### config.mk
export PLATFORM = sky130hd
export DESIGN_NAME = tmz_timer
export DESIGN_NICKNAME = d
export VERILOG_FILES = /design/src/tmz_pkg.sv /design/src/tmz_prescaler.sv /design/src/tmz_sync.sv /design/src/tmz_timer.sv
export SDC_FILE = /design/constraint.sdc
export NUM_CORES = 1
export LEC_CHECK = 0
export BUFFER_PORTS_ARGS = -buffer_cell sky130_fd_sc_hd__buf_2
export CELL_PAD_IN_SITES_DETAIL_PLACEMENT = 1
export CELL_PAD_IN_SITES_GLOBAL_PLACEMENT = 1
export CORE_MARGIN = 2
export CORE_UTILIZATION = 39
export DETAILED_ROUTE_END_ITERATION = 7
export GPL_ROUTABILITY_DRIVEN = 0
export GPL_TIMING_DRIVEN = 0
export PLACE_DENSITY = 0.85
export SYNTH_ARGS = -nofsm -noshare
export SYNTH_HDL_FRONTEND = slang
export SYNTH_SLANG_ARGS = --single-unit
### constraint.sdc
create_clock -name pclk -period 2.92 [get_ports pclk]
set_clock_uncertainty 0.15 [all_clocks]
set_input_delay 0.584 -clock pclk [delete_from_list [all_inputs] [get_ports pclk]]
set_output_delay 0.584 -clock pclk [all_outputs]
set_load 0.1 [all_outputs]
### src/tmz_pkg.sv
// package for the 8-bit timer/counter with shared prescaler
package tmz_pkg;
    // apb word offsets (byte addresses)
    localparam logic [11:0] TMZ_OPTION_OFS = 12'h000;
    localparam logic [11:0] TMZ_COUNT_OFS = 12'h004;
    localparam logic [11:0] TMZ_STATUS_OFS = 12'h008;
    localparam logic [11:0] TMZ_MASK_OFS = 12'h00c;
    localparam logic [11:0] TMZ_CTRL_OFS = 12'h010;
    // option field positions
    localparam int TMZ_CSS_BIT = 5;
    localparam int TMZ_SES_BIT = 4;
    localparam int TMZ_PSA_BIT = 3;
    localparam int TMZ_PS_LSB = 0;
    // control register bit positions
    localparam int TMZ_CTRL_SLEEP_BIT = 0;
    localparam int TMZ_CTRL_WDCLR_BIT = 1;
    // reset values
    localparam logic [7:0] TMZ_OPTION_RST = 8'hff;
    localparam logic [7:0] TMZ_COUNT_RST = 8'h00;
    localparam logic [7:0] TMZ_MASK_RST = 8'h00;
    // timing counts: hold-off in instruction cycles, phase clocks per instruction cycle
    localparam int TMZ_WRITE_HOLDOFF = 2;
    localparam int TMZ_PHASES = 4;
endpackage

### src/tmz_prescaler.sv
// 8-bit prescaler shared by the timer and the watchdog
`timescale 1ns/1ps
module tmz_prescaler
    import tmz_pkg::*;
#(
    parameter int WIDTH = 8
) (
    // clock and reset
    input wire logic pclk,
    input wire logic presetn,
    // control
    input wire logic clr,
    input wire logic tick,
    input wire logic [2:0] ratio,
    // output
    output logic pulse
);
    typedef struct packed {
        logic [WIDTH-1:0] cnt;
    } tmz_pre_t;
    tmz_pre_t st_reg, st_next;
    logic [WIDTH-1:0] sum;
    logic [WIDTH-1:0] lim;
    initial begin
        if (WIDTH != 8) $error("prescaler width must be 8");
    end
    always_comb begin
        st_next = st_reg;
        // ratio 2^(field+1): the last count before wrap
        lim = WIDTH'((16'h0002 << ratio) - 16'h0001);
        sum = st_reg.cnt + WIDTH'(1);
        pulse = 1'b0;
        if (clr) begin
            st_next.cnt = '0;
        end else if (tick) begin
            pulse = (st_reg.cnt == lim);
            st_next.cnt = pulse ? '0 : sum;
        end
    end
    always_ff @(posedge pclk or negedge presetn) begin
        if (!presetn) begin
            st_reg <= '0;
        end else begin
            st_reg <= st_next;
        end
    end
endmodule

### src/tmz_sync.sv
// two flip-flop synchroniser for a pin level
`timescale 1ns/1ps
module tmz_sync
    import tmz_pkg::*;
(
    // clock and reset
    input wire logic pclk,
    input wire logic presetn,
    // level
    input wire logic din,
    output logic dout
);
    typedef struct packed {
        logic s1;
        logic s2;
    } tmz_sync_t;
    tmz_sync_t st_reg, st_next;
    always_comb begin
        st_next = st_reg;
        st_next.s1 = din;
        st_next.s2 = st_reg.s1;
    end
    always_ff @(posedge pclk or negedge presetn) begin
        if (!presetn) begin
            st_reg <= '0;
        end else begin
            st_reg <= st_next;
        end
    end
    assign dout = st_reg.s2;
endmodule

### src/tmz_timer.sv
// top: 8-bit timer/counter with shared prescaler, apb registers and interrupt
//
// The placing of the registers and the APB interface to the registers were left to the implementer.
`timescale 1ns/1ps
module tmz_timer
    import tmz_pkg::*;
(
    // clock and reset
    input wire logic pclk,
    input wire logic presetn,
    // apb slave
    input wire logic psel,
    input wire logic penable,
    input wire logic pwrite,
    input wire logic [11:0] paddr,
    input wire logic [31:0] pwdata,
    output logic [31:0] prdata,
    output logic pready,
    output logic pslverr,
    // external count pin and watchdog side
    input wire logic external_count_input,
    input wire logic watchdog_clear_instr,
    output logic wdt_prescale_pulse,
    // interrupt
    output logic irq
);
    typedef enum logic [3:0] {
        PH_Q1 = 4'b0001,
        PH_Q2 = 4'b0010,
        PH_Q3 = 4'b0100,
        PH_Q4 = 4'b1000
    } tmz_phase_t;

    typedef struct packed {
        // phase and software-visible registers
        tmz_phase_t phase;
        logic [7:0] option;
        logic [7:0] timer_count;
        logic overflow_flag;
        logic overflow_irq_enable;
        logic sleep;
        // count path and pin edge state
        logic [1:0] holdoff;
        logic ext_prev;
        logic ext_samp;
        logic pend_inc;
        // registered bus answer and outputs
        logic [31:0] prdata;
        logic pready;
        logic pslverr;
        logic irq;
        logic wdt_pulse;
    } tmz_top_t;

    tmz_top_t st_reg, st_next;

    // pin and prescaler links
    logic ext_sync;
    logic pre_clr;
    logic pre_tick;
    logic pre_pulse;
    // option fields
    logic css;
    logic ses;
    logic prescaler_assign;
    // cycle and bus decode
    logic ext_edge;
    logic cyc_end;
    logic acc;
    logic wr;
    logic rd;
    logic cnt_wr;
    logic wd_clr;
    // count path
    logic inc_src;
    logic inc;
    logic hit;

    // the one-hot phase code and the two-bit hold-off counter are sized for these counts
    initial begin
        if ($bits(tmz_phase_t) != TMZ_PHASES) begin
            $error("phase code width must equal the phase count");
        end
        if (TMZ_WRITE_HOLDOFF < 1 || TMZ_WRITE_HOLDOFF > 3) begin
            $error("write hold-off must fit the two-bit counter");
        end
    end

    tmz_sync u_sync (
        .pclk(pclk),
        .presetn(presetn),
        .din(external_count_input),
        .dout(ext_sync)
    );

    tmz_prescaler #(.WIDTH(8)) u_pre (
        .pclk(pclk),
        .presetn(presetn),
        .clr(pre_clr),
        .tick(pre_tick),
        .ratio(st_reg.option[TMZ_PS_LSB +: 3]),
        .pulse(pre_pulse)
    );

    always_comb begin
        st_next = st_reg;
        css = st_reg.option[TMZ_CSS_BIT];
        ses = st_reg.option[TMZ_SES_BIT];
        prescaler_assign = st_reg.option[TMZ_PSA_BIT];
        // one wait state: the access edge answers, the next edge shows pready and frees the master
        acc = psel && penable && !st_reg.pready;
        wr = acc && pwrite;
        rd = acc && !pwrite;
        cyc_end = (st_reg.phase == PH_Q4);
        cnt_wr = wr && (paddr == TMZ_COUNT_OFS);
        wd_clr = watchdog_clear_instr || (wr && (paddr == TMZ_CTRL_OFS) && pwdata[TMZ_CTRL_WDCLR_BIT]);
        // edge chosen by select bit: 0 rising, 1 falling
        ext_edge = ses ? (st_reg.ext_prev && !ext_sync) : (!st_reg.ext_prev && ext_sync);

        // four phase clocks make one instruction cycle
        case (st_reg.phase)
            PH_Q1: begin
                st_next.phase = PH_Q2;
            end
            PH_Q2: begin
                st_next.phase = PH_Q3;
            end
            PH_Q3: begin
                st_next.phase = PH_Q4;
            end
            PH_Q4: begin
                st_next.phase = PH_Q1;
            end
            default: begin
                // an illegal code falls back to the first phase
                st_next.phase = PH_Q1;
            end
        endcase

        st_next.ext_prev = ext_sync;
        if (ext_edge) begin
            st_next.ext_samp = 1'b1;
        end

        // prescaler input: timer source when assigned to timer, else cycle ticks for watchdog
        pre_clr = (cnt_wr && !prescaler_assign) || (wd_clr && prescaler_assign);
        if (prescaler_assign) begin
            // sleep freezes only the timer; the watchdog keeps its prescaled tick
            pre_tick = cyc_end;
        end else if (css) begin
            pre_tick = st_reg.ext_samp && !st_reg.sleep;
        end else begin
            pre_tick = cyc_end && !st_reg.sleep;
        end
        if (css && !prescaler_assign && pre_tick) begin
            st_next.ext_samp = ext_edge;
        end

        // source reaching the count before synchronisation
        if (prescaler_assign) begin
            inc_src = css ? st_reg.ext_samp : cyc_end;
            if (css && !st_reg.sleep) begin
                st_next.ext_samp = ext_edge;
            end
        end else begin
            inc_src = pre_pulse;
        end

        // an edge seen while asleep must not count after wake-up
        if (st_reg.sleep) begin
            st_next.ext_samp = 1'b0;
        end

        // latch then apply on q2 or q4 phase
        if (inc_src && !st_reg.sleep) begin
            st_next.pend_inc = 1'b1;
        end
        inc = 1'b0;
        if ((st_reg.phase == PH_Q2 || st_reg.phase == PH_Q4) && st_reg.pend_inc) begin
            inc = !st_reg.sleep && (st_reg.holdoff == 2'd0);
            st_next.pend_inc = inc_src && !st_reg.sleep;
        end
        // a blocked increment is dropped, not deferred past the hold-off
        if (cyc_end && st_reg.holdoff != 2'd0) begin
            st_next.holdoff = st_reg.holdoff - 2'd1;
        end

        hit = inc && (st_reg.timer_count == 8'hff);
        if (inc) begin
            st_next.timer_count = st_reg.timer_count + 8'h01;
        end

        // apb writes
        st_next.pready = acc;
        st_next.pslverr = 1'b0;
        if (acc) begin
            case (paddr)
                TMZ_OPTION_OFS: begin
                    if (wr) begin
                        st_next.option = pwdata[7:0];
                    end
                end
                TMZ_COUNT_OFS: begin
                    if (wr) begin
                        st_next.timer_count = pwdata[7:0];
                        st_next.holdoff = 2'(TMZ_WRITE_HOLDOFF);
                        st_next.pend_inc = 1'b0;
                        hit = 1'b0;
                    end
                end
                TMZ_STATUS_OFS: begin
                    if (wr && pwdata[0]) begin
                        st_next.overflow_flag = 1'b0;
                    end
                end
                TMZ_MASK_OFS: begin
                    if (wr) begin
                        st_next.overflow_irq_enable = pwdata[0];
                    end
                end
                TMZ_CTRL_OFS: begin
                    if (wr) begin
                        st_next.sleep = pwdata[TMZ_CTRL_SLEEP_BIT];
                    end
                end
                default: begin
                    st_next.pslverr = 1'b1;
                end
            endcase
        end

        // set after clear so the wrap wins
        if (hit) begin
            st_next.overflow_flag = 1'b1;
        end

        // read data stands only in the answer cycle, zero otherwise
        st_next.prdata = 32'h0000_0000;
        if (rd) begin
            case (paddr)
                TMZ_OPTION_OFS: begin
                    st_next.prdata = {24'h00_0000, st_reg.option};
                end
                TMZ_COUNT_OFS: begin
                    st_next.prdata = {24'h00_0000, st_reg.timer_count};
                end
                TMZ_STATUS_OFS: begin
                    st_next.prdata = {31'h0000_0000, st_reg.overflow_flag};
                end
                TMZ_MASK_OFS: begin
                    st_next.prdata = {31'h0000_0000, st_reg.overflow_irq_enable};
                end
                TMZ_CTRL_OFS: begin
                    st_next.prdata = {31'h0000_0000, st_reg.sleep};
                end
                default: begin
                    st_next.prdata = 32'h0000_0000;
                end
            endcase
        end

        // irq follows the next state so it moves on the same edge as flag and enable
        st_next.irq = st_next.overflow_flag && st_next.overflow_irq_enable;
        st_next.wdt_pulse = prescaler_assign ? pre_pulse : cyc_end;
    end

    always_ff @(posedge pclk or negedge presetn) begin
        if (!presetn) begin
            st_reg <= '0;
            st_reg.phase <= PH_Q1;
            st_reg.option <= TMZ_OPTION_RST;
            st_reg.timer_count <= TMZ_COUNT_RST;
            st_reg.overflow_irq_enable <= TMZ_MASK_RST[0];
        end else begin
            st_reg <= st_next;
        end
    end

    // every output is a state flip-flop; nothing combinational reaches a pin
    assign prdata = st_reg.prdata;
    assign pready = st_reg.pready;
    assign pslverr = st_reg.pslverr;
    assign irq = st_reg.irq;
    assign wdt_prescale_pulse = st_reg.wdt_pulse;
endmodule

**After elaboration in Yosys (flattened, before gate mapping)**

Index checks and enable logic that the tools add are counted.
W data, S select, Z words.

- Register bits: 74
- Input bits: 51
- Output and inout bits: 36

- Add/sub/neg operators: 4
- Equal/unequal tests: 10
- Shifts and indexed selects: 1
- Multiplexer cells: 44
- Reductions and logical operators: 39

Operators by type and width:

| cell | count |
|---|---|
| $mux W8 | 7 |
| $pmux W8 S5 | 1 |
| $mux W1 | 31 |
| $eq A12 B4 Y1 const B | 2 |
| $logic_and A1 B1 Y1 | 23 |
| $add A8 B1 Y8 const B | 2 |
| $mux W13 | 1 |
| $eq A12 B3 Y1 const B | 1 |
| $eq A12 B5 Y1 const B | 1 |
| $logic_not A12 Y1 | 1 |
| $pmux W4 S3 | 1 |
| $eq A8 B8 Y1 | 1 |
| $eq A8 B8 Y1 const B | 1 |
| $shl A2 B3 Y8 const A | 1 |
| $sub A8 B1 Y8 const B | 1 |
| $logic_not A1 Y1 | 6 |
| $mux W2 | 3 |
| $reduce_and A3 Y1 | 2 |
| $reduce_or A5 Y1 | 1 |
| $eq A4 B1 Y1 const B | 1 |
| $eq A4 B2 Y1 const B | 1 |
| $eq A4 B3 Y1 const B | 1 |
| $eq A4 B4 Y1 const B | 1 |
| $reduce_bool A2 Y1 | 2 |
| other kinds (3) | 5 |

**Logic depth before layout (Yosys ltp)**

- Word-level depth: 16
- Depth in mapped cells: 10
- Mapped depth without buffers: 9

**Hierarchy**

Synthesis repeated with hierarchy kept, for this count alone.

- Cell total of the unflattened synthesis: 292
- Area, all modules: 2981.6 um^2

Modules (own cells, without submodules):

| module | times used | cells each | area an instance (um^2) |
|---|---|---|---|
| tmz_timer | 1 | 212 | 2233.4 |
| tmz_prescaler | 1 | 78 | 698.2 |
| tmz_sync | 1 | 2 | 50.0 |

**Least setup slack after synthesis**

OpenSTA, ideal clock, no wires.

- Path type: reg2reg
- From: register st_reg[53] in the netlist's numbering
- To: register u_pre.st_reg[2] in the netlist's numbering
- Arrival time: 2.303 ns
- Required time: 2.635 ns
- Setup slack: 0.331 ns
- Cell stages (with the launch flop): 10
- Cells stage by stage: dfstp_2 clkbuf_1 or3_1 ha_1 nor2b_1 a2bb2oi_1 o32ai_1 a311oi_2 o32ai_2 nor2_1

- Word-level cells in the longest chain between the ends: 6

Ends and longest elaborated chain:

| item | line | text |
|---|---|---|
| from (decl) | tmz_timer.sv:55 | `tmz_top_t st_reg, st_next;` |
| from (signal assigned) | tmz_timer.sv:275 | `st_reg <= st_next;` |
| $shl A2 B3 Y8 | tmz_prescaler.sv:30 | `lim = WIDTH'((16'h0002 << ratio) - 16'h0001);` |
| $sub A8 B1 Y8 | tmz_prescaler.sv:30 |  |
| $eq A8 B8 Y1 | tmz_prescaler.sv:36 | `pulse = (st_reg.cnt == lim);` |
| $mux W8 | tmz_prescaler.sv:37 | `st_next.cnt = pulse ? '0 : sum;` |
| $mux W8 | tmz_prescaler.sv:35 | `end else if (tick) begin` |
| $mux W8 | tmz_prescaler.sv:33 | `if (clr) begin` |
| to (signal assigned) | tmz_prescaler.sv:44 | `st_reg <= st_next;` |
| to (decl) | tmz_prescaler.sv:21 | `tmz_pre_t st_reg, st_next;` |

No other way between the ends. The select of a mux whose other input is x is not followed.
A chain may end at the register's enable or synchronous reset.

**Worst setup path after layout**

- From: register st_reg[53] in the netlist's numbering
- To: register u_pre.st_reg[1] in the netlist's numbering

Same word-level chain as after synthesis.

==> results_dict.tcl <==
set metrics [dict create \
    status "finished clean" \
    hold_class "flop to flop" \
    reg2reg_depth 9 \
    final_cell_mix "buf_2, dfrtp_1, buf_4" \
    synth.area.mux_share 0.0449 \
    cp_num_cells 9 \
    final_cell_area_um2 3510 \
    die_area_um2 8370 \
    clk_latency_ps 310 \
    firstDrtPassIters 4 \
    place_hpwl_um 5300 \
    rows 31 \
    die_w_um 91.5 \
    ir_drop_mv 0.202 \
    n_fill_cell 868 \
    setup_violations 0 \
    grt_pass1_vias 2515 \
    cts_buffers 5 \
    ys_ff_latch 50 \
    area_growth_pct 17.8 \
    ys_warn_count 0 \
    fin_hold_ws_ps 209 \
    vias 2421 \
    synth_seq_area_share 0.423 \
    final_common_cell "buf_2" \
    wirelength_um 7220 \
    wire_per_inst_um 15.3 \
    synth.distinct_cells 57 \
    largest_reg_flops 25 \
    cts_num_sinks 50 \
    p_leak_uw 0.00162 \
    layout-drive-gt1-share 0.295 \
    required_ps 3000 \
    synthSimpleGateAreaFrac 0.230 \
    io_pins 87 \
    powerDensity_nw_per_um2 538 \
    synthesis.area_um2 2980 \
    start_util 0.407 \
    avgSynthCellArea_um2 9.78 \
    path_cells "buf_2 > or3_1 > ha_2 > nor2b_1 > and3b_1 > o311a_1 > a311oi_4 > o21ai_0 > a21oi_1" \
    core_area_um2 7330 \
    synth_compound_area_frac 0.114 \
    path_delay_family "compound AO/OA/AOI/OAI gates" \
    cts_setup_buffers 0 \
    grt_max_degree 51 \
    die_y_um 91.5 \
    critPathCaptureType "flop" \
    cp_num_buf_inv 1 \
    track_usage 0.179 \
    fin_setup_tns_ps 0 \
    path_clk_slew_ps 100 \
    vias_per_cell 5.13 \
    drtAntennaViolNets 0 \
    seqCellArea_um2 1260 \
    slew_violations 0 \
    path_max_fanout 10 \
    syn_inst 305 \
    cts_root_buffer "clkbuf_8" \
    place_area_um2 3380 \
    slowest_delay_ps 400 \
    drc 0 \
    multiInputGateArea_um2 1520 \
    tightestPinTransition_ps 1090 \
    start_kind "flop" \
    max_freq_mhz 354 \
    yosys_most_used_dff "dfrtp_1" \
    finalHoldViolations 0 \
    grt_pass1_wl_um 12100 \
    synth_xor_area_frac 0.0616 \
    antenna_found_initial 0 \
    hold_depth 0 \
    synth_top_family_by_area "simple AND/OR/NAND/NOR gates" \
    synth_edf_count 0 \
    min_period_over_period 0.967 \
    antenna_cells 0 \
    crit_path_top_delay_cell "dfstp_2" \
    period_minus_slack_ps 2820 \
    slew_headroom 0.271 \
    cts-htree-levels 2 \
    cap_violations 0 \
    numPortBuffers 37 \
    async_flop_share 1.00 \
    cp.arrival_ps 2910 \
    nNetsFinal 427 \
    overflow 0 \
    cts_buffer_depth 2 \
    path_class "flop to flop" \
    synthAdderAreaFrac 0.0168 \
    cts_tree "done" \
    first_iter_violations 77 \
]
[through the flow]
stage	total power [µW]	util	setup slack, ps	cells
after floorplan	1320	-	331	328
after global placement	1420	0.461	-14.0	464
after detailed placement	1450	0.461	-166	464
after CTS	1900	0.477	51.4	472
after global routing	2000	0.479	-31.4	472
final	1890	0.479	95.5	472
[cell usage after synthesis, types with 5 or more instances]
| library cell | n | area (µm²) |
|---|---|---|
| a21oi_1 | 7 | 35.0 |
| buf_2 | 5 | 25.0 |
| nand4_1 | 6 | 37.5 |
| buf_4 | 33 | 248 |
| nand3_1 | 8 | 40.0 |
| and3_1 | 7 | 43.8 |
| xor2_1 | 13 | 114 |
| xnor2_1 | 8 | 70.1 |
| a22oi_1 | 7 | 52.6 |
| nor2b_1 | 5 | 31.3 |
| nor2_1 | 31 | 116 |
| dfstp_2 | 9 | 236 |
| o21ai_0 | 9 | 45.0 |
| mux2_1 | 7 | 78.8 |
| nor3_1 | 7 | 35.0 |
| inv_1 | 6 | 22.5 |
| dfrtp_1 | 41 | 1030 |
| nand2_1 | 30 | 113 |
[cells by family (layout without fill, tap and decap cells)]
kind of cell | after synthesis | count (layout)
other | 1 | 24
and+or+nand+nor | 123 | 123
adders and majority gates | 4 | 4
muxes | 11 | 11
DFF | 50 | 50
buffers and inverters | 49 | 94
AOI/OAI and AO/OA | 46 | 46
xor gates and xnor gates | 21 | 21
[what timing repair did]
item,4_1_cts,5_1_grt
hold buffers,0,0
pin swaps,1,2
resized for setup,4,5
setup endpoints to repair,6,9
[final cells by class]
cell class                 count  area share
tap                           99      0.0352
sequential                    50       0.359
timing repair buffer          37      0.0527
clock buffer                   5      0.0196
multi-input combinational    229       0.433
inverter                       6     0.00641
clock inverter                 3     0.00819
buffer                        43      0.0858
[layer usage]
layer | vias up | wire length (µm) | global-route usage
li1 | 1152 | - | -
met1 | 1202 | 3150 | 0.223
met4 | 0 | 125 | 0.0619
met5 | - | 0 | 0
met3 | 10 | 332 | 0.0407
met2 | 57 | 3610 | 0.305
[final timing paths]
check                                       start              end  slack, ps
worst max-delay path                   st_reg[53]  u_pre.st_reg[1]        100
worst min-delay path            u_sync.st_next[0]      u_sync.dout        210
worst max register to register         st_reg[53]  u_pre.st_reg[1]        100
worst min register to register  u_sync.st_next[0]      u_sync.dout        210
max in group asynchronous                 presetn          pslverr       1640
min in group asynchronous                 presetn       st_reg[50]        320
[report_power, final]
part | internal, µW | switching, µW
Sequential | 794 | 120
Combinational | 190 | 346
Clock | 180 | 261
Total | 1160 | 727
Power figures use the tool's default switching activity.
